--- src/design/hpi_regs.svh ---
// Register offsets, field positions, reset values and timing of the host port.
// Assumes inclusion by bare name from the package, whose macros the port module uses.
`ifndef HPI_REGS_SVH
`define HPI_REGS_SVH

// ============================================================
// Register offsets
`define HPI_OFF_STAT_A 8'h05
`define HPI_OFF_EN_A 8'h06
`define HPI_OFF_STAT_B 8'h08
`define HPI_OFF_EN_B 8'h09
`define HPI_OFF_CTL 8'h0a
`define HPI_OFF_CFG 8'h0c
`define HPI_OFF_GWAIT 8'h0f
`define HPI_OFF_CBR_QUEUE_LENGTH 8'h10
`define HPI_OFF_RXWIN_LO 8'h60
`define HPI_OFF_RXWIN_HI 8'h93
`define HPI_OFF_TXBUF_LO 8'ha0
`define HPI_OFF_TXBUF_HI 8'hd7

// ============================================================
// Status A fields
`define HPI_BIT_TX_NACK 7
`define HPI_BIT_TX_ACK 6
`define HPI_BIT_BIP 5
`define HPI_BIT_FRAME_LOSS 4
`define HPI_BIT_RCLK_LOSS 3
`define HPI_BIT_WCLK_LOSS 2
// Status B fields
`define HPI_BIT_CRC 7
`define HPI_BIT_RX_OVF 6
`define HPI_BIT_RX_READY 5
`define HPI_BIT_SOF_ERR 4
`define HPI_BIT_TX_DONE 3
`define HPI_BIT_NO_GRANT 2
`define HPI_BIT_OUT_OVF 0
// Control and configuration fields
`define HPI_BIT_TX_GO 1
`define HPI_BIT_RX_RELEASE 0
`define HPI_BIT_ACCEPT_ON 7
`define HPI_BIT_SPLIT_Q 2

// ============================================================
// Reset values
`define HPI_RST_CTL 8'h40
`define HPI_RST_OTHER 8'h00

// ============================================================
// Queue limits and timing
`define HPI_LIM_SINGLE 7'h7b
`define HPI_LIM_ABR 7'h20
`define HPI_LIM_VBR_BASE 7'h59
`define HPI_LIM_CTL 7'h02
`define HPI_FRAME_CYC 4'hf
`define HPI_FRAME_MISS_MAX 3'h4
`define HPI_CLK_PERIOD_NS 25
`define HPI_CLK_LOSS_NS 1000

`endif

--- src/design/hpi_pkg.sv ---
// Types shared by the host port and its receive queue.
// Assumes hpi_regs.svh is reachable on the include path.
package hpi_pkg;
    `include "hpi_regs.svh"

    // ============================================================
    // Host access sequencer, Gray coded
    typedef enum logic [1:0] {
        HPI_IDLE = 2'b00,
        HPI_EXEC = 2'b01,
        HPI_HOLD = 2'b11
    } hpi_acc_t;

    // ============================================================
    // Outlet queue select
    typedef enum logic [1:0] {
        HPI_Q_CTL = 2'b00,
        HPI_Q_CBR = 2'b01,
        HPI_Q_VBR = 2'b10,
        HPI_Q_ABR = 2'b11
    } hpi_queue_t;
endpackage

--- src/design/hpi_rxq_if.sv ---
// Link between the host port and the control-cell receive queue.
// Assumes both ends run on clk_sys.
`timescale 1ns/10ps
`default_nettype none

interface hpi_rxq_if;
    logic in_valid;
    logic [7:0] in_byte;
    logic in_last;
    logic [5:0] win_idx;
    logic [7:0] win_byte;
    logic release_pulse;
    logic avail;
    logic ovf;

    modport port (
        output in_valid, in_byte, in_last, win_idx, release_pulse,
        input win_byte, avail, ovf
    );
    modport queue (
        input in_valid, in_byte, in_last, win_idx, release_pulse,
        output win_byte, avail, ovf
    );
endinterface

`default_nettype wire

--- src/design/hpi_port.sv ---
// Eight-bit host port: register access, event flags, control-cell send and receive.
// Assumes host pins and bus clocks are asynchronous; cell-side strobes are on clk_sys.
//
// Operation
// - Strap low: separate low strobes, high interrupt, high ready, low means wait.
// - Strap high: read/write select line, low interrupt, low acknowledge, inactive waits.
// - Twelve latched flags and the cell-ready flag at 05H and 08H, each gated by its enable.
// - Reading a status register clears it except flags whose cause persists.
// - Sent control cell sets positive or negative acknowledge flag, bits 6 and 7.
// - Received cell parity value differing from computed value sets parity flag.
// - Frame pulse missing over four frames, or write clock lost, sets frame loss.
// - Missing read clock and missing write clock each set their own flag.
// - Header check field differing from computed value sets header error flag.
// - A fifth cell arriving at the full receive queue sets overflow flag.
// - ATM and back-to-back modes flag missing or early start-of-cell.
// - PHY mode flags missing or early start-of-cell, and any cell while off.
// - Valid-signal mode flags receive-valid dropping inside a cell.
// - Grant not arriving within programmed frame count sets grant timeout.
// - Outlet overflow on single limit 123 or split queue limits.
// - Cell sent after pending data; then done flag set and go cleared.
// - Receive queue head shown in window; presence sets cell-ready flag.
// - Host release write pops head and clears release bit; ready clears once the queue is empty.
// - Control-cell send and receive ignore the inlet acceptance bit.
`timescale 1ns/10ps
`default_nettype none

module hpi_port #(
    parameter int TX_BYTES = 56,
    parameter int RX_BYTES = 52,
    parameter int RX_CELLS = 4,
    parameter int INLET_CELL_BYTES = 53
) (
    input wire logic clk_sys,
    input wire logic rst,
    input wire logic bus_style_strap,
    input wire logic host_sel_n,
    input wire logic host_rd_n,
    input wire logic host_wr_n,
    input wire logic [7:0] host_addr,
    input wire logic [7:0] host_data_i,
    output logic [7:0] host_data_o,
    output logic host_data_oe_n,
    output logic host_ready_o,
    output logic host_ready_oe_n,
    output logic host_irq_o,
    input wire logic bus_read_clock,
    input wire logic bus_write_clock,
    input wire logic bus_frame_pulse,
    input wire logic cell_check_stb,
    input wire logic [7:0] bip_carried,
    input wire logic [7:0] bip_computed,
    input wire logic hdr_check_stb,
    input wire logic [3:0] crc_carried,
    input wire logic [3:0] crc_computed,
    input wire logic grant_req,
    input wire logic grant_in,
    input wire logic outlet_push,
    input wire hpi_pkg::hpi_queue_t outlet_queue,
    input wire logic [6:0] outlet_count,
    input wire logic inlet_byte_stb,
    input wire logic inlet_sof,
    input wire logic inlet_cell_avail,
    input wire logic inlet_enable_n,
    input wire logic phy_emul_select_n,
    input wire logic valid_mode,
    input wire logic link_rx_valid,
    input wire logic ctl_rx_valid,
    input wire logic [7:0] ctl_rx_byte,
    input wire logic ctl_rx_last,
    output logic ctl_tx_valid,
    output logic [7:0] ctl_tx_byte,
    output logic ctl_tx_last,
    input wire logic ctl_tx_ready,
    input wire logic ctl_tx_ack_stb,
    input wire logic ctl_tx_nack_stb
);
    import hpi_pkg::*;

    localparam int LOSS_CYC = (`HPI_CLK_LOSS_NS + `HPI_CLK_PERIOD_NS - 1) / `HPI_CLK_PERIOD_NS;
    localparam int LW = $clog2(LOSS_CYC + 1);
    localparam logic [LW-1:0] LOSS_LIM = LOSS_CYC[LW-1:0];

    if (TX_BYTES < 2 || TX_BYTES > 63 || INLET_CELL_BYTES < 2 || INLET_CELL_BYTES > 63)
    begin : g_chk
        $error("hpi_port: unsupported buffer or cell length");
    end

    typedef struct packed {
        logic strap;
        logic sel_n;
        logic rd_n;
        logic wr_n;
        logic [7:0] addr;
        logic [7:0] data;
        logic rclk;
        logic wclk;
        logic fp;
    } hpi_pins_t;

    typedef struct packed {
        hpi_pins_t s1;
        hpi_pins_t s2;
        logic rclk_q;
        logic wclk_q;
        hpi_acc_t acc;
        logic [7:0] dout;
        logic dout_oe_n;
        logic rdy;
        logic rdy_oe_n;
        logic irq;
        logic [7:0] sa;
        logic [7:0] ea;
        logic [7:0] sb;
        logic [7:0] eb;
        logic [7:0] ctl;
        logic [7:0] cfg;
        logic [7:0] gwait;
        logic [7:0] cbr_queue_length;
        logic [TX_BYTES-1:0][7:0] txb;
        logic tx_busy;
        logic tx_v;
        logic tx_last;
        logic [5:0] tx_idx;
        logic [7:0] tx_byte;
        logic [LW-1:0] rc_cnt;
        logic [LW-1:0] wc_cnt;
        logic [3:0] cyc;
        logic [2:0] miss;
        logic [7:0] gcnt;
        logic [5:0] in_cnt;
    } hpi_state_t;

    hpi_state_t r_ff;
    hpi_state_t nxt_r;
    hpi_rxq_if rxq ();

    function automatic logic in_rng(input logic [7:0] a, input logic [7:0] lo,
                                    input logic [7:0] hi);
        return (a >= lo) && (a <= hi);
    endfunction

    hpi_rx_queue #(
        .CELLS(RX_CELLS),
        .BYTES(RX_BYTES)
    ) u_rxq (
        .clk_sys(clk_sys),
        .rst(rst),
        .q(rxq.queue)
    );

    // ============================================================
    // Receive queue hookup, independent of inlet acceptance
    assign rxq.in_valid = ctl_rx_valid;
    assign rxq.in_byte = ctl_rx_byte;
    assign rxq.in_last = ctl_rx_last;
    assign rxq.win_idx = 6'(r_ff.s2.addr - `HPI_OFF_RXWIN_LO);

    logic rd_req;
    logic wr_req;
    logic rd_now;
    logic wr_now;
    logic rclk_edge;
    logic wclk_rise;
    logic frame_tick;
    logic rc_loss;
    logic wc_loss;
    logic frm_loss;
    logic sof_err;
    logic out_ovf;
    logic no_grant;
    logic tx_done;
    logic phy;
    logic xfer;
    logic [6:0] q_lim;
    logic [7:0] set_a;
    logic [7:0] set_b;
    logic [7:0] hold_a;
    logic [7:0] hold_b;
    logic [7:0] rdata;
    logic [7:0] a;
    logic [7:0] d;

    always_comb begin
        nxt_r = r_ff;
        nxt_r.s1 = '{strap: bus_style_strap, sel_n: host_sel_n, rd_n: host_rd_n,
                     wr_n: host_wr_n, addr: host_addr, data: host_data_i,
                     rclk: bus_read_clock, wclk: bus_write_clock, fp: bus_frame_pulse};
        nxt_r.s2 = r_ff.s1;
        nxt_r.rclk_q = r_ff.s2.rclk;
        nxt_r.wclk_q = r_ff.s2.wclk;
        a = r_ff.s2.addr;
        d = r_ff.s2.data;
        rxq.release_pulse = 1'b0;

        // ============================================================
        // Host strobe decoding per strap
        if (r_ff.s2.strap) begin
            rd_req = !r_ff.s2.sel_n && r_ff.s2.rd_n;
            wr_req = !r_ff.s2.sel_n && !r_ff.s2.rd_n;
        end else begin
            rd_req = !r_ff.s2.sel_n && !r_ff.s2.rd_n;
            wr_req = !r_ff.s2.sel_n && !r_ff.s2.wr_n;
        end
        rd_now = (r_ff.acc == HPI_EXEC) && rd_req;
        wr_now = (r_ff.acc == HPI_EXEC) && wr_req;

        // ============================================================
        // Bus clock supervision and frame tracking
        rclk_edge = r_ff.s2.rclk ^ r_ff.rclk_q;
        wclk_rise = r_ff.s2.wclk && !r_ff.wclk_q;
        nxt_r.rc_cnt = rclk_edge ? '0 : (r_ff.rc_cnt == LOSS_LIM) ? r_ff.rc_cnt
                       : r_ff.rc_cnt + LW'(1);
        nxt_r.wc_cnt = (r_ff.s2.wclk ^ r_ff.wclk_q) ? '0 : (r_ff.wc_cnt == LOSS_LIM)
                       ? r_ff.wc_cnt : r_ff.wc_cnt + LW'(1);
        rc_loss = (r_ff.rc_cnt == LOSS_LIM);
        wc_loss = (r_ff.wc_cnt == LOSS_LIM);
        frame_tick = wclk_rise && (r_ff.s2.fp || r_ff.cyc == `HPI_FRAME_CYC);
        if (wclk_rise) begin
            nxt_r.cyc = r_ff.s2.fp ? 4'h0 : r_ff.cyc + 4'h1;
            if (r_ff.s2.fp) begin
                nxt_r.miss = 3'h0;
            end else if (r_ff.cyc == `HPI_FRAME_CYC && r_ff.miss <= `HPI_FRAME_MISS_MAX) begin
                nxt_r.miss = r_ff.miss + 3'h1;
            end
        end
        frm_loss = (r_ff.miss > `HPI_FRAME_MISS_MAX) || wc_loss;

        // ============================================================
        // Grant wait in frames
        no_grant = 1'b0;
        if (!grant_req || grant_in) begin
            nxt_r.gcnt = 8'h00;
        end else if (frame_tick && r_ff.gcnt != 8'hff) begin
            nxt_r.gcnt = r_ff.gcnt + 8'h01;
            no_grant = (r_ff.gcnt == r_ff.gwait);
        end

        // ============================================================
        // Outlet overflow limits
        if (!r_ff.cfg[`HPI_BIT_SPLIT_Q]) begin
            q_lim = `HPI_LIM_SINGLE;
        end else begin
            case (outlet_queue)
                HPI_Q_CTL: q_lim = `HPI_LIM_CTL;
                HPI_Q_CBR: q_lim = r_ff.cbr_queue_length[6:0];
                HPI_Q_VBR: q_lim = `HPI_LIM_VBR_BASE - r_ff.cbr_queue_length[6:0];
                default: q_lim = `HPI_LIM_ABR;
            endcase
        end
        out_ovf = outlet_push && (outlet_count >= q_lim);

        // ============================================================
        // Inlet start-of-cell checking
        phy = !phy_emul_select_n;
        xfer = valid_mode ? link_rx_valid : phy ? !inlet_enable_n : inlet_cell_avail;
        sof_err = 1'b0;
        if (inlet_byte_stb) begin
            if (valid_mode && !link_rx_valid && r_ff.in_cnt != 6'd0) begin
                sof_err = 1'b1;
                nxt_r.in_cnt = 6'd0;
            end else if (xfer) begin
                if ((r_ff.in_cnt == 6'd0) != inlet_sof) begin
                    sof_err = 1'b1;
                end
                if (phy && !r_ff.cfg[`HPI_BIT_ACCEPT_ON] && r_ff.in_cnt == 6'd0) begin
                    sof_err = 1'b1;
                end
                nxt_r.in_cnt = (r_ff.in_cnt == 6'(INLET_CELL_BYTES - 1)) ? 6'd0
                               : r_ff.in_cnt + 6'd1;
            end
        end

        // ============================================================
        // Control-cell transmit
        tx_done = 1'b0;
        if (r_ff.tx_v && ctl_tx_ready) begin
            if (r_ff.tx_last) begin
                nxt_r.tx_v = 1'b0;
                nxt_r.tx_last = 1'b0;
                nxt_r.tx_busy = 1'b0;
                tx_done = 1'b1;
            end else begin
                nxt_r.tx_idx = r_ff.tx_idx + 6'd1;
                nxt_r.tx_byte = r_ff.txb[r_ff.tx_idx + 6'd1];
                nxt_r.tx_last = (r_ff.tx_idx + 6'd1 == 6'(TX_BYTES - 1));
            end
        end

        // ============================================================
        // Register read data
        if (a == `HPI_OFF_STAT_A) begin
            rdata = r_ff.sa;
        end else if (a == `HPI_OFF_EN_A) begin
            rdata = r_ff.ea;
        end else if (a == `HPI_OFF_STAT_B) begin
            rdata = r_ff.sb;
        end else if (a == `HPI_OFF_EN_B) begin
            rdata = r_ff.eb;
        end else if (a == `HPI_OFF_CTL) begin
            rdata = {r_ff.ctl[7:2], r_ff.tx_busy, 1'b0};
        end else if (a == `HPI_OFF_CFG) begin
            rdata = r_ff.cfg;
        end else if (a == `HPI_OFF_GWAIT) begin
            rdata = r_ff.gwait;
        end else if (a == `HPI_OFF_CBR_QUEUE_LENGTH) begin
            rdata = r_ff.cbr_queue_length;
        end else if (in_rng(a, `HPI_OFF_RXWIN_LO, `HPI_OFF_RXWIN_HI)) begin
            rdata = rxq.win_byte;
        end else if (in_rng(a, `HPI_OFF_TXBUF_LO, `HPI_OFF_TXBUF_HI)) begin
            rdata = r_ff.txb[6'(a - `HPI_OFF_TXBUF_LO)];
        end else begin
            rdata = 8'h00;
        end

        // ============================================================
        // Register writes
        if (wr_now) begin
            if (a == `HPI_OFF_EN_A) begin
                nxt_r.ea = d;
            end else if (a == `HPI_OFF_EN_B) begin
                nxt_r.eb = d;
            end else if (a == `HPI_OFF_CTL) begin
                nxt_r.ctl = {d[7:2], 2'b00};
                rxq.release_pulse = d[`HPI_BIT_RX_RELEASE];
                if (d[`HPI_BIT_TX_GO] && !r_ff.tx_busy) begin
                    nxt_r.tx_busy = 1'b1;
                    nxt_r.tx_v = 1'b1;
                    nxt_r.tx_idx = 6'd0;
                    nxt_r.tx_byte = r_ff.txb[0];
                    nxt_r.tx_last = 1'b0;
                end
            end else if (a == `HPI_OFF_CFG) begin
                nxt_r.cfg = d;
            end else if (a == `HPI_OFF_GWAIT) begin
                nxt_r.gwait = d;
            end else if (a == `HPI_OFF_CBR_QUEUE_LENGTH) begin
                nxt_r.cbr_queue_length = d;
            end else if (in_rng(a, `HPI_OFF_TXBUF_LO, `HPI_OFF_TXBUF_HI)) begin
                nxt_r.txb[6'(a - `HPI_OFF_TXBUF_LO)] = d;
            end
        end

        // ============================================================
        // Event flags: set wins over read clear, persisting causes stay
        set_a = '0;
        set_a[`HPI_BIT_TX_NACK] = ctl_tx_nack_stb;
        set_a[`HPI_BIT_TX_ACK] = ctl_tx_ack_stb;
        set_a[`HPI_BIT_BIP] = cell_check_stb && (bip_carried != bip_computed);
        hold_a = '0;
        hold_a[`HPI_BIT_FRAME_LOSS] = frm_loss;
        hold_a[`HPI_BIT_RCLK_LOSS] = rc_loss;
        hold_a[`HPI_BIT_WCLK_LOSS] = wc_loss;
        set_b = '0;
        set_b[`HPI_BIT_CRC] = hdr_check_stb && (crc_carried != crc_computed);
        set_b[`HPI_BIT_RX_OVF] = rxq.ovf;
        set_b[`HPI_BIT_SOF_ERR] = sof_err;
        set_b[`HPI_BIT_TX_DONE] = tx_done;
        set_b[`HPI_BIT_NO_GRANT] = no_grant;
        set_b[`HPI_BIT_OUT_OVF] = out_ovf;
        hold_b = '0;
        hold_b[`HPI_BIT_RX_READY] = rxq.avail;
        nxt_r.sa = ((rd_now && a == `HPI_OFF_STAT_A) ? 8'h00 : r_ff.sa) | set_a | hold_a;
        nxt_r.sb = ((rd_now && a == `HPI_OFF_STAT_B) ? 8'h00 : r_ff.sb) | set_b | hold_b;
        nxt_r.sb[`HPI_BIT_RX_READY] = rxq.avail;

        // ============================================================
        // Interrupt pin, masked regardless of bus clocks
        nxt_r.irq = |((r_ff.sa & r_ff.ea) | (r_ff.sb & r_ff.eb)) ^ r_ff.s2.strap;

        // ============================================================
        // Host access sequencer and handshake pins
        case (r_ff.acc)
            HPI_IDLE: begin
                if (rd_req || wr_req) begin
                    nxt_r.acc = HPI_EXEC;
                end
            end
            HPI_EXEC: begin
                nxt_r.acc = HPI_HOLD;
                nxt_r.dout = rdata;
                nxt_r.dout_oe_n = !rd_req;
            end
            default: begin
                if (!rd_req && !wr_req) begin
                    nxt_r.acc = HPI_IDLE;
                    nxt_r.dout_oe_n = 1'b1;
                end
            end
        endcase
        if (r_ff.s2.strap) begin
            nxt_r.rdy = 1'b0;
            nxt_r.rdy_oe_n = !(nxt_r.acc == HPI_HOLD);
        end else begin
            nxt_r.rdy = !((rd_req || wr_req) && nxt_r.acc != HPI_HOLD);
            nxt_r.rdy_oe_n = 1'b0;
        end
    end

    always_ff @(posedge clk_sys or posedge rst) begin
        if (rst) begin
            r_ff <= '0;
            r_ff.ctl <= `HPI_RST_CTL;
            r_ff.dout_oe_n <= 1'b1;
            r_ff.rdy_oe_n <= 1'b1;
            r_ff.s1.sel_n <= 1'b1;
            r_ff.s2.sel_n <= 1'b1;
        end else begin
            r_ff <= nxt_r;
        end
    end

    assign host_data_o = r_ff.dout;
    assign host_data_oe_n = r_ff.dout_oe_n;
    assign host_ready_o = r_ff.rdy;
    assign host_ready_oe_n = r_ff.rdy_oe_n;
    assign host_irq_o = r_ff.irq;
    assign ctl_tx_valid = r_ff.tx_v;
    assign ctl_tx_byte = r_ff.tx_byte;
    assign ctl_tx_last = r_ff.tx_last;
endmodule

`default_nettype wire

--- src/design/hpi_rx_queue.sv ---
// Four-cell control receive FIFO whose head cell is the host read window.
// Assumes cell bytes arrive on clk_sys, one per in_valid, in_last on the final byte.
`timescale 1ns/10ps
`default_nettype none

module hpi_rx_queue #(
    parameter int CELLS = 4,
    parameter int BYTES = 52
) (
    input wire logic clk_sys,
    input wire logic rst,
    hpi_rxq_if.queue q
);
    import hpi_pkg::*;

    localparam int PW = $clog2(CELLS);
    localparam logic [PW:0] FULL = CELLS[PW:0];

    if (CELLS < 2 || (1 << PW) != CELLS || BYTES < 2 || BYTES > 63) begin : g_chk
        $error("hpi_rx_queue: unsupported CELLS or BYTES");
    end

    typedef struct packed {
        logic [CELLS-1:0][BYTES-1:0][7:0] mem;
        logic [PW-1:0] wp;
        logic [PW-1:0] rp;
        logic [PW:0] cnt;
        logic [5:0] bi;
        logic drop;
        logic ovf;
    } hpi_rxq_state_t;

    hpi_rxq_state_t r_ff;
    hpi_rxq_state_t nxt_r;
    logic drop_now;
    logic push;
    logic pop;

    // ============================================================
    // Fill, overflow and release
    always_comb begin
        nxt_r = r_ff;
        nxt_r.ovf = 1'b0;
        push = 1'b0;
        drop_now = (r_ff.bi == 6'd0) ? (r_ff.cnt == FULL) : r_ff.drop;
        pop = q.release_pulse && (r_ff.cnt != '0);
        if (q.in_valid) begin
            nxt_r.drop = drop_now;
            if (!drop_now && r_ff.bi < BYTES[5:0]) begin
                nxt_r.mem[r_ff.wp][r_ff.bi] = q.in_byte;
            end
            nxt_r.bi = r_ff.bi + 6'd1;
            if (q.in_last) begin
                nxt_r.bi = 6'd0;
                if (drop_now) begin
                    nxt_r.ovf = 1'b1;
                end else begin
                    push = 1'b1;
                    nxt_r.wp = r_ff.wp + {{(PW-1){1'b0}}, 1'b1};
                end
            end
        end
        if (pop) begin
            nxt_r.rp = r_ff.rp + {{(PW-1){1'b0}}, 1'b1};
        end
        nxt_r.cnt = r_ff.cnt + {{PW{1'b0}}, push} - {{PW{1'b0}}, pop};
    end

    always_ff @(posedge clk_sys or posedge rst) begin
        if (rst) begin
            r_ff <= '0;
        end else begin
            r_ff <= nxt_r;
        end
    end

    // ============================================================
    // Head cell as read window
    always_comb begin
        q.win_byte = 8'h00;
        if (q.win_idx < BYTES[5:0]) begin
            q.win_byte = r_ff.mem[r_ff.rp][q.win_idx];
        end
    end
    assign q.avail = (r_ff.cnt != '0);
    assign q.ovf = r_ff.ovf;
endmodule

`default_nettype wire

--- config.mk ---
export PLATFORM = sky130hd
export DESIGN_NAME = hpi_port
export DESIGN_NICKNAME = d
export VERILOG_FILES = /design/src/design/hpi_pkg.sv /design/src/design/hpi_rxq_if.sv /design/src/design/hpi_port.sv /design/src/design/hpi_rx_queue.sv
export VERILOG_INCLUDE_DIRS = /design/src /design/src/design
export SDC_FILE = /design/constraint.sdc
export NUM_CORES = 2
export LEC_CHECK = 0
export BUFFER_PORTS_ARGS = -buffer_cell sky130_fd_sc_hd__buf_2
export CORE_UTILIZATION = 45
export DETAILED_ROUTE_END_ITERATION = 8
export PLACE_DENSITY_LB_ADDON = 0.12
export SLEW_MARGIN = 20
export SYNTH_ARGS = -nofsm -noshare
export SYNTH_HDL_FRONTEND = slang
export SYNTH_SLANG_ARGS = --single-unit
--- constraint.sdc ---
create_clock -name clk_sys -period 62.8 [get_ports clk_sys]
set_clock_uncertainty 0.15 [all_clocks]
set_input_delay 0 -clock clk_sys [delete_from_list [all_inputs] [get_ports clk_sys]]
set_output_delay 0 -clock clk_sys [all_outputs]
set_load 0.01 [all_outputs]
# Yosys cells after proc, flatten, opt, wreduce, memory -nomap -nowiden
# Index checks and enable logic that the tools add are counted.
word_totals:
  register_bits: 2301
  input_bits: 83
  output_inout_bits: 22
classes:
  n_reduce_logical: 71
  n_eq_ne: 26
  magnitude_cmp: 18
  n_mux: 83
  addsub: 15
  bitwise: 18
op_table:
  columns: ["cell", "n"]
  rows:
  - ["1664-bit bitwise mux", 1]
  - ["416-bit binary-select mux with 2-bit select", 1]
  - ["416-bit demux with 2-bit select", 1]
  - ["416-bit 2-to-1 mux", 2]
  - ["448-bit bitwise mux", 1]
  - ["8-bit 2-to-1 mux", 20]
  - ["8-bit binary-select mux with 6-bit select", 3]
  - ["17-bit 2-to-1 mux", 6]
  - ["8-bit demux with 6-bit select", 2]
  - ["6-bit 2-to-1 mux", 8]
  - ["8-bit by 4-bit == test with 1-bit output, second input constant", 5]
  - ["6-bit by 1-bit adder with 6-bit output, second input constant", 5]
  - ["1-bit logical AND", 29]
  - ["6-bit by 7-bit < comparator with 1-bit output, second input constant", 4]
  - ["1-bit 2-to-1 mux", 26]
  - ["6-bit == test, second input constant", 4]
  - ["8-bit bitwise OR", 3]
  - ["7-bit one-hot mux with 3 select lines", 1]
  - ["8-bit AND", 2]
  - ["8-bit by 3-bit == test with 1-bit output, second input constant", 2]
  - ["8-bit less-or-equal comparator, second input constant", 2]
  - ["1-bit zero test", 15]
  - ["14-bit 2-to-1 mux", 1]
  - ["6-bit by 1-bit >= comparator with 1-bit output, second input constant", 2]
  - ["other kinds (52)", 85]

# Longest topological paths before layout
logic_depth:
  ltp_word: 14
  ltp_mapped: 16

# By module
# A second synthesis with hierarchy kept.
unflattened:
  hier_cells: 7486
  hier_area_um2: 110504.7
modules_own_cells:
  columns: ["module", "cells_each", "seq_area_each_um2", "area_per_inst_um2", "n_inst"]
  rows:
  - ["hpi_rx_queue", 5062, 42015.3, 77828.4, 1]
  - ["hpi_port", 2424, 15496.1, 32676.3, 1]

# Least setup slack after synthesis
# No wires, ideal clock.
synth_path:
  path_kind: "reg2reg"
  startpoint: "register r_ff[41] (netlist bit)"
  endpoint: "register r_ff (netlist bit ctl_tx_byte[0])"
  path_buffers: 6
  setup_time_ps: 143
  stages_incl_launch_ff: 13
  slack_ps: 58656
  synth_period_minus_slack_ps: 4144
  required_time_ps: 62507
  arrival_ps: 3851
  cell_sequence: "dfrtp_1 -> buf_2 -> buf_2 -> buf_2 -> buf_2 -> inv_1 -> ha_1 -> clkbuf_1 -> clkbuf_1 -> mux4_2 -> mux4_2 -> a2111oi_0 -> o31ai_1"
synth_lines:
  columns: ["element", "line", "text"]
  rows:
  - ["from (decl)", "hpi_port.sv:133", "hpi_state_t r_ff;"]
  - ["from (signal assigned)", "hpi_port.sv:408", "r_ff <= nxt_r;"]

# Worst setup path after layout
layout_path:
  startpoint: "register u_rxq.r_ff[11] (netlist bit)"
  endpoint: "register r_ff (netlist bit host_data_o[3])"
layout_via:
  elab_chain_len: 14
layout_lines:
  columns: ["element", "line", "text"]
  rows:
  - ["from (decl)", "hpi_rx_queue.sv:33", "hpi_rxq_state_t r_ff;"]
  - ["from (signal assigned)", "hpi_rx_queue.sv:73", "r_ff <= nxt_r;"]
  - ["416-bit binary-select mux with 2-bit select", "hpi_rx_queue.sv:82", "q.win_byte = r_ff.mem[r_ff.rp][q.win_idx];"]
  - ["416-bit 2-to-1 mux (not written as such)", "hpi_rx_queue.sv:82", null]
  - ["8-bit binary-select mux with 6-bit select", "hpi_rx_queue.sv:82", null]
  - ["8-bit 2-to-1 mux (not written as such)", "hpi_rx_queue.sv:82", null]
  - ["8-bit 2-to-1 mux", "hpi_rx_queue.sv:81", "if (q.win_idx < BYTES[5:0]) begin"]
  - ["8-bit 2-to-1 mux", "hpi_port.sv:307", "end else if (in_rng(a, `HPI_OFF_RXWIN_LO, `HPI_OFF_RXWIN_HI)) begin"]
  - ["8-bit 2-to-1 mux", "hpi_port.sv:305", "end else if (a == `HPI_OFF_CBR_QUEUE_LENGTH) begin"]
  - ["8-bit 2-to-1 mux", "hpi_port.sv:303", "end else if (a == `HPI_OFF_GWAIT) begin"]
  - ["8-bit 2-to-1 mux", "hpi_port.sv:301", "end else if (a == `HPI_OFF_CFG) begin"]
  - ["8-bit 2-to-1 mux", "hpi_port.sv:299", "end else if (a == `HPI_OFF_CTL) begin"]
  - ["8-bit 2-to-1 mux", "hpi_port.sv:297", "end else if (a == `HPI_OFF_EN_B) begin"]
  - ["8-bit 2-to-1 mux", "hpi_port.sv:295", "end else if (a == `HPI_OFF_STAT_B) begin"]
  - ["8-bit 2-to-1 mux", "hpi_port.sv:293", "end else if (a == `HPI_OFF_EN_A) begin"]
  - ["8-bit 2-to-1 mux", "hpi_port.sv:291", "if (a == `HPI_OFF_STAT_A) begin"]
# Every way passes these cells. The select of a mux whose other input is x is not followed.
# A chain may end at the register's enable or synchronous reset.

==> qor.txt <==
================================================================================
Initial Utilization                                                       45.30%
Synth top area cells                                                sky130_fd_sc_hd__dfrtp_1 (53%), sky130_fd_sc_hd__mux2_2 (22%), sky130_fd_sc_hd__mux4_2 (14%)
Detailed-routing iteration count for the pre-antenna-repair pass               6
Detailed-route via count                                                   66300
Worst Tran Pin Value                                                    1.284 ns
Fraction of registers with async set/reset                                100.0%
Syn. warnings                                                                  0
Last weighted congestion value of the routability-driven placer           0.8794
Residual antenna-violating net count after detailed routing                    0
Number of global-route vias before repair                                  68670
Int Pwr                                                                 2.634 mW
CTS tree                                                                    done
Area fraction of the dominant cell type after synthesis                   52.66%
Sequential share of the synthesized area                                  52.78%
Origin of the critical flop-to-flop path                            u_rxq.r_ff[11]$_DFFE_PP0P_
Largest buffer count on any clock path                                         4
Die area                                                            244100 sq um
Placeable core region                                               240500 sq um
Setup total negative slack                                                  0 ns
Combinational share of power                                               10.1%
Number of different library cells in the post-synthesis netlist               79
Detailed-route wire length                                             335200 um
Arrival time of data at the critical path endpoint                       7.10 ns
FMAX                                                                  0.1547 GHz
Mean instance size in the synthesized netlist                        15.04 sq um
Commonest cells post-synth                                          sky130_fd_sc_hd__dfrtp_1 (2293), sky130_fd_sc_hd__mux2_2 (2173), sky130_fd_sc_hd__mux4_2 (682)
Final cell count without fillers                                           10750
Fraction of power spent switching nets                                    25.46%
CTS resizes                                                                    0
Layout Cell Area excl Fill                                          122600 sq um
R2r endpoint                                                        host_data_o[3]$_DFFE_PP0N_
Sequential group share of total power                                      45.3%
Fill cells                                                                 20280
Remaining routing DRC violations                                               0
Final number of hold-violating endpoints                                       0
Antenna violations before repair                                              18
Number of flops mapped to enable cells by yosys                                0
Final-report max-slew violation count                                          0
Final worst path period need                                            6.463 ns
Synthesized net count                                                       7356
Overflow after GRT                                                             0
Die Width                                                               494.1 um
Most instantiated library cell after synthesis                      sky130_fd_sc_hd__dfrtp_1
Number of standard-cell rows in the floorplan                                180
Routed wirelength normalized by instance count                          31.19 um
Outcome                                                             finished clean
Half-perimeter wire length of the detailed placement result            215500 um
CP Class                                                                 reg2reg
Worst Hold Class                                                        in2async
Worst-path clk slew                                                      0.06 ns
Cell area after placement                                           112700 sq um
Post-route total power                                                  3.534 mW
NetSw                                                                   899.6 uW
H-tree depth                                                                   5
Via-per-instance ratio                                                     6.170
Cell at the root of the clock tree                                  sky130_fd_sc_hd__clkbuf_16
Fraction of final layout cells with drive strength greater than 1         49.81%
Number of synthesized register bits                                         2298
Post-layout util                                                          50.97%
Cell count after placement                                                 10180
Synthesized netlist cell count                                              7243
I/O pin count                                                                105
Leakage power                                                           56.26 nW
Maxcap violations                                                              0
Final period utilization                                                  10.29%
Chip height                                                             494.1 um
Area delta synth->final                                                   12.51%
Largest net degree at the start of global routing                            185
Mapped cell area                                                    109000 sq um
Clock tree sinks                                                            2298
Crit Path Max Fanout                                                          77
CP Launch Type                                                              flop
Initial DRC Count                                                           5587
Worst Setup End Kind                                                        flop
Primary flip-flop cell chosen by synthesis mapping                  sky130_fd_sc_hd__dfrtp_1
Setup repair after global routing missed its margin                        false
Total global routing track utilization                                    27.74%
Total number of nets in the final design                                    7480
Total power per unit cell area                                      28.83 nW/um^2
Buffers added on ports                                                       104
Worst slew slack as a fraction of its limit                               14.29%
Largest voltage drop on the vdd net                                     27.54 uV
Required time reported for the critical path endpoint                   63.44 ns
Number of cells traversed by the worst register-to-register path              13
Clock Latency Late Sink                                                  0.93 ns
Minimum setup slack among reg-to-reg paths                              56.34 ns
Wire length of the first global-routing pass                           496100 um
Total of endpoints with negative setup slack in the final report               0
Portion of total power attributed to the clock network                     44.7%
TritonCTS Buffers                                                            274
Yosys top cell by area                                              sky130_fd_sc_hd__dfrtp_1
================================================================================
==> worst max-delay path, stage by stage (launching register included) <==
cell and delay (ns):
sky130_fd_sc_hd__dfrtp_4 0.93, sky130_fd_sc_hd__buf_12 0.51, sky130_fd_sc_hd__buf_4 0.63, sky130_fd_sc_hd__buf_4 0.54, sky130_fd_sc_hd__buf_4 0.71, sky130_fd_sc_hd__mux4_2 0.40
sky130_fd_sc_hd__and2_1 0.18, sky130_fd_sc_hd__a211oi_1 0.20, sky130_fd_sc_hd__a2111oi_0 0.15, sky130_fd_sc_hd__buf_4 0.21, sky130_fd_sc_hd__a31oi_1 0.51, sky130_fd_sc_hd__a41o_1 0.33
sky130_fd_sc_hd__nand4_1 0.30, sky130_fd_sc_hd__a31o_2 0.39
==> stage by stage <==
step	setup slack (ns)	hold WS [ns]
floorplan	30.72	-0.1455
CTS	56.23	0.02424
global placement	56.26	-0.1133
detailed placement	56.28	-0.1040
global route	55.98	0.04798
finish	56.34	0.06052
==> area by class of cell <==
type | instances | area (sq um) | area share (%)
Sequential cell | 2298 | 57550 | 46.94
Multi-Input combinational cell | 4386 | 49050 | 40.00
Clock buffer | 401 | 8194 | 6.684
Tap cell | 3185 | 3985 | 3.250
Timing Repair Buffer | 368 | 2974 | 2.426
Clock inverter | 59 | 670.6 | 0.5470
Inverter | 39 | 157.7 | 0.1286
Antenna cell | 10 | 25.02 | 0.02041
==> placed cells by master, fill, tap and decap left out, types with 15 or more instances in the layout <==
cell and count:
sky130_fd_sc_hd__a211oi_1 22, sky130_fd_sc_hd__a21o_1 15, sky130_fd_sc_hd__a21oi_1 79, sky130_fd_sc_hd__a221oi_1 18, sky130_fd_sc_hd__a22oi_1 37, sky130_fd_sc_hd__a31oi_1 21
sky130_fd_sc_hd__and2_1 22, sky130_fd_sc_hd__and3_1 26, sky130_fd_sc_hd__buf_2 96, sky130_fd_sc_hd__buf_4 147, sky130_fd_sc_hd__clkbuf_1 50, sky130_fd_sc_hd__clkbuf_16 282
sky130_fd_sc_hd__clkbuf_8 69, sky130_fd_sc_hd__clkinv_2 32, sky130_fd_sc_hd__dfrtp_1 2277, sky130_fd_sc_hd__dlygate4sd3_1 100, sky130_fd_sc_hd__ha_1 28, sky130_fd_sc_hd__inv_1 34
sky130_fd_sc_hd__mux2_2 2173, sky130_fd_sc_hd__mux2i_1 70, sky130_fd_sc_hd__mux4_2 682, sky130_fd_sc_hd__nand2_1 348, sky130_fd_sc_hd__nand2b_1 20, sky130_fd_sc_hd__nand3_1 66
sky130_fd_sc_hd__nand4_1 15, sky130_fd_sc_hd__nor2_1 165, sky130_fd_sc_hd__nor2_2 172, sky130_fd_sc_hd__nor2b_1 17, sky130_fd_sc_hd__nor3_1 21, sky130_fd_sc_hd__nor4_1 20
sky130_fd_sc_hd__o211ai_1 15, sky130_fd_sc_hd__o21ai_0 62, sky130_fd_sc_hd__o22ai_1 55, sky130_fd_sc_hd__o31ai_1 16, sky130_fd_sc_hd__xnor2_1 33, sky130_fd_sc_hd__xor2_1 18
==> power groups by stage <==
stage / registers (mW) / clock network (mW) / logic [mW]
5_1_grt: 1.61 / 1.67 / 0.377
3_5_place_dp: 1.63 / 0 / 0.350
4_1_cts: 1.60 / 1.61 / 0.357
3_3_place_gp: 1.62 / 0 / 0.346
2_1_floorplan: 1.61 / 0 / 0.233
6_report: 1.60 / 1.58 / 0.356
==> sequential cells by signal, indices dropped and copies added (netlist names) <==
signal and flops:
a 8, ctl_tx_byte 8, ctl_tx_last 1, ctl_tx_valid 1, d 8, host_data_o 8, host_data_oe_n 1, host_irq_o 1
host_ready_o 1, host_ready_oe_n 1, nxt_r 25, r_ff 556, u_rxq.q.ovf 1, u_rxq.r_ff 1678
==> cell families (layout without fill, tap and decap cells) <==
| logic type | count (synthesis) | in the layout | synth area share (%) |
|---|---|---|---|
| multiplexers | 2926 | 2926 | 37.22 |
| other | 0 | 10 | 0 |
| buffers and inverters | 559 | 867 | 2.364 |
| AO/OA/AOI/OAI | 430 | 430 | 2.667 |
| flip-flops | 2298 | 2298 | 52.78 |
| AND/OR/NAND/NOR | 945 | 945 | 4.174 |
| adder cells (fa/ha/maj) | 31 | 31 | 0.3606 |
| XOR/XNOR | 54 | 54 | 0.4340 |
==> repair_timing <==
item	CTS	global route
endpoints found under the hold margin	953	0
hold buffers	100	0
buffers inserted	0	0
==> layer usage <==
| layer | GRT usage, % | wire length [um] | share of wire (%) | up-vias |
|---|---|---|---|---|
| li1 | - | - | - | 27390 |
| met1 | 38.61 | 144200 | 43 | 36150 |
| met2 | 42.78 | 155300 | 46 | 2092 |
| met4 | 12.03 | 16170 | 4.8 | 4 |
| met3 | 4.926 | 19570 | 5.8 | 669 |
| met5 | 0 | 22 | 0.0066 | - |
==> how the worst max path moves through the flow <==
stage | from | to | slack, ns
3_3_place_gp | u_rxq.r_ff[11]$_DFFE_PP0P_ | host_data_o[3]$_DFFE_PP0N_ | 56.26
3_5_place_dp | u_rxq.r_ff[11]$_DFFE_PP0P_ | host_data_o[3]$_DFFE_PP0N_ | 56.28
2_1_floorplan | rst | a[0]$_DFF_PP0_ | 30.72
4_1_cts | u_rxq.r_ff[11]$_DFFE_PP0P_ | host_data_o[3]$_DFFE_PP0N_ | 56.23
5_1_grt | u_rxq.r_ff[11]$_DFFE_PP0P_ | host_data_o[3]$_DFFE_PP0N_ | 55.98
6_report | u_rxq.r_ff[11]$_DFFE_PP0P_ | host_data_o[3]$_DFFE_PP0N_ | 56.34
Note: power is estimated with default switching activity, not from simulation.
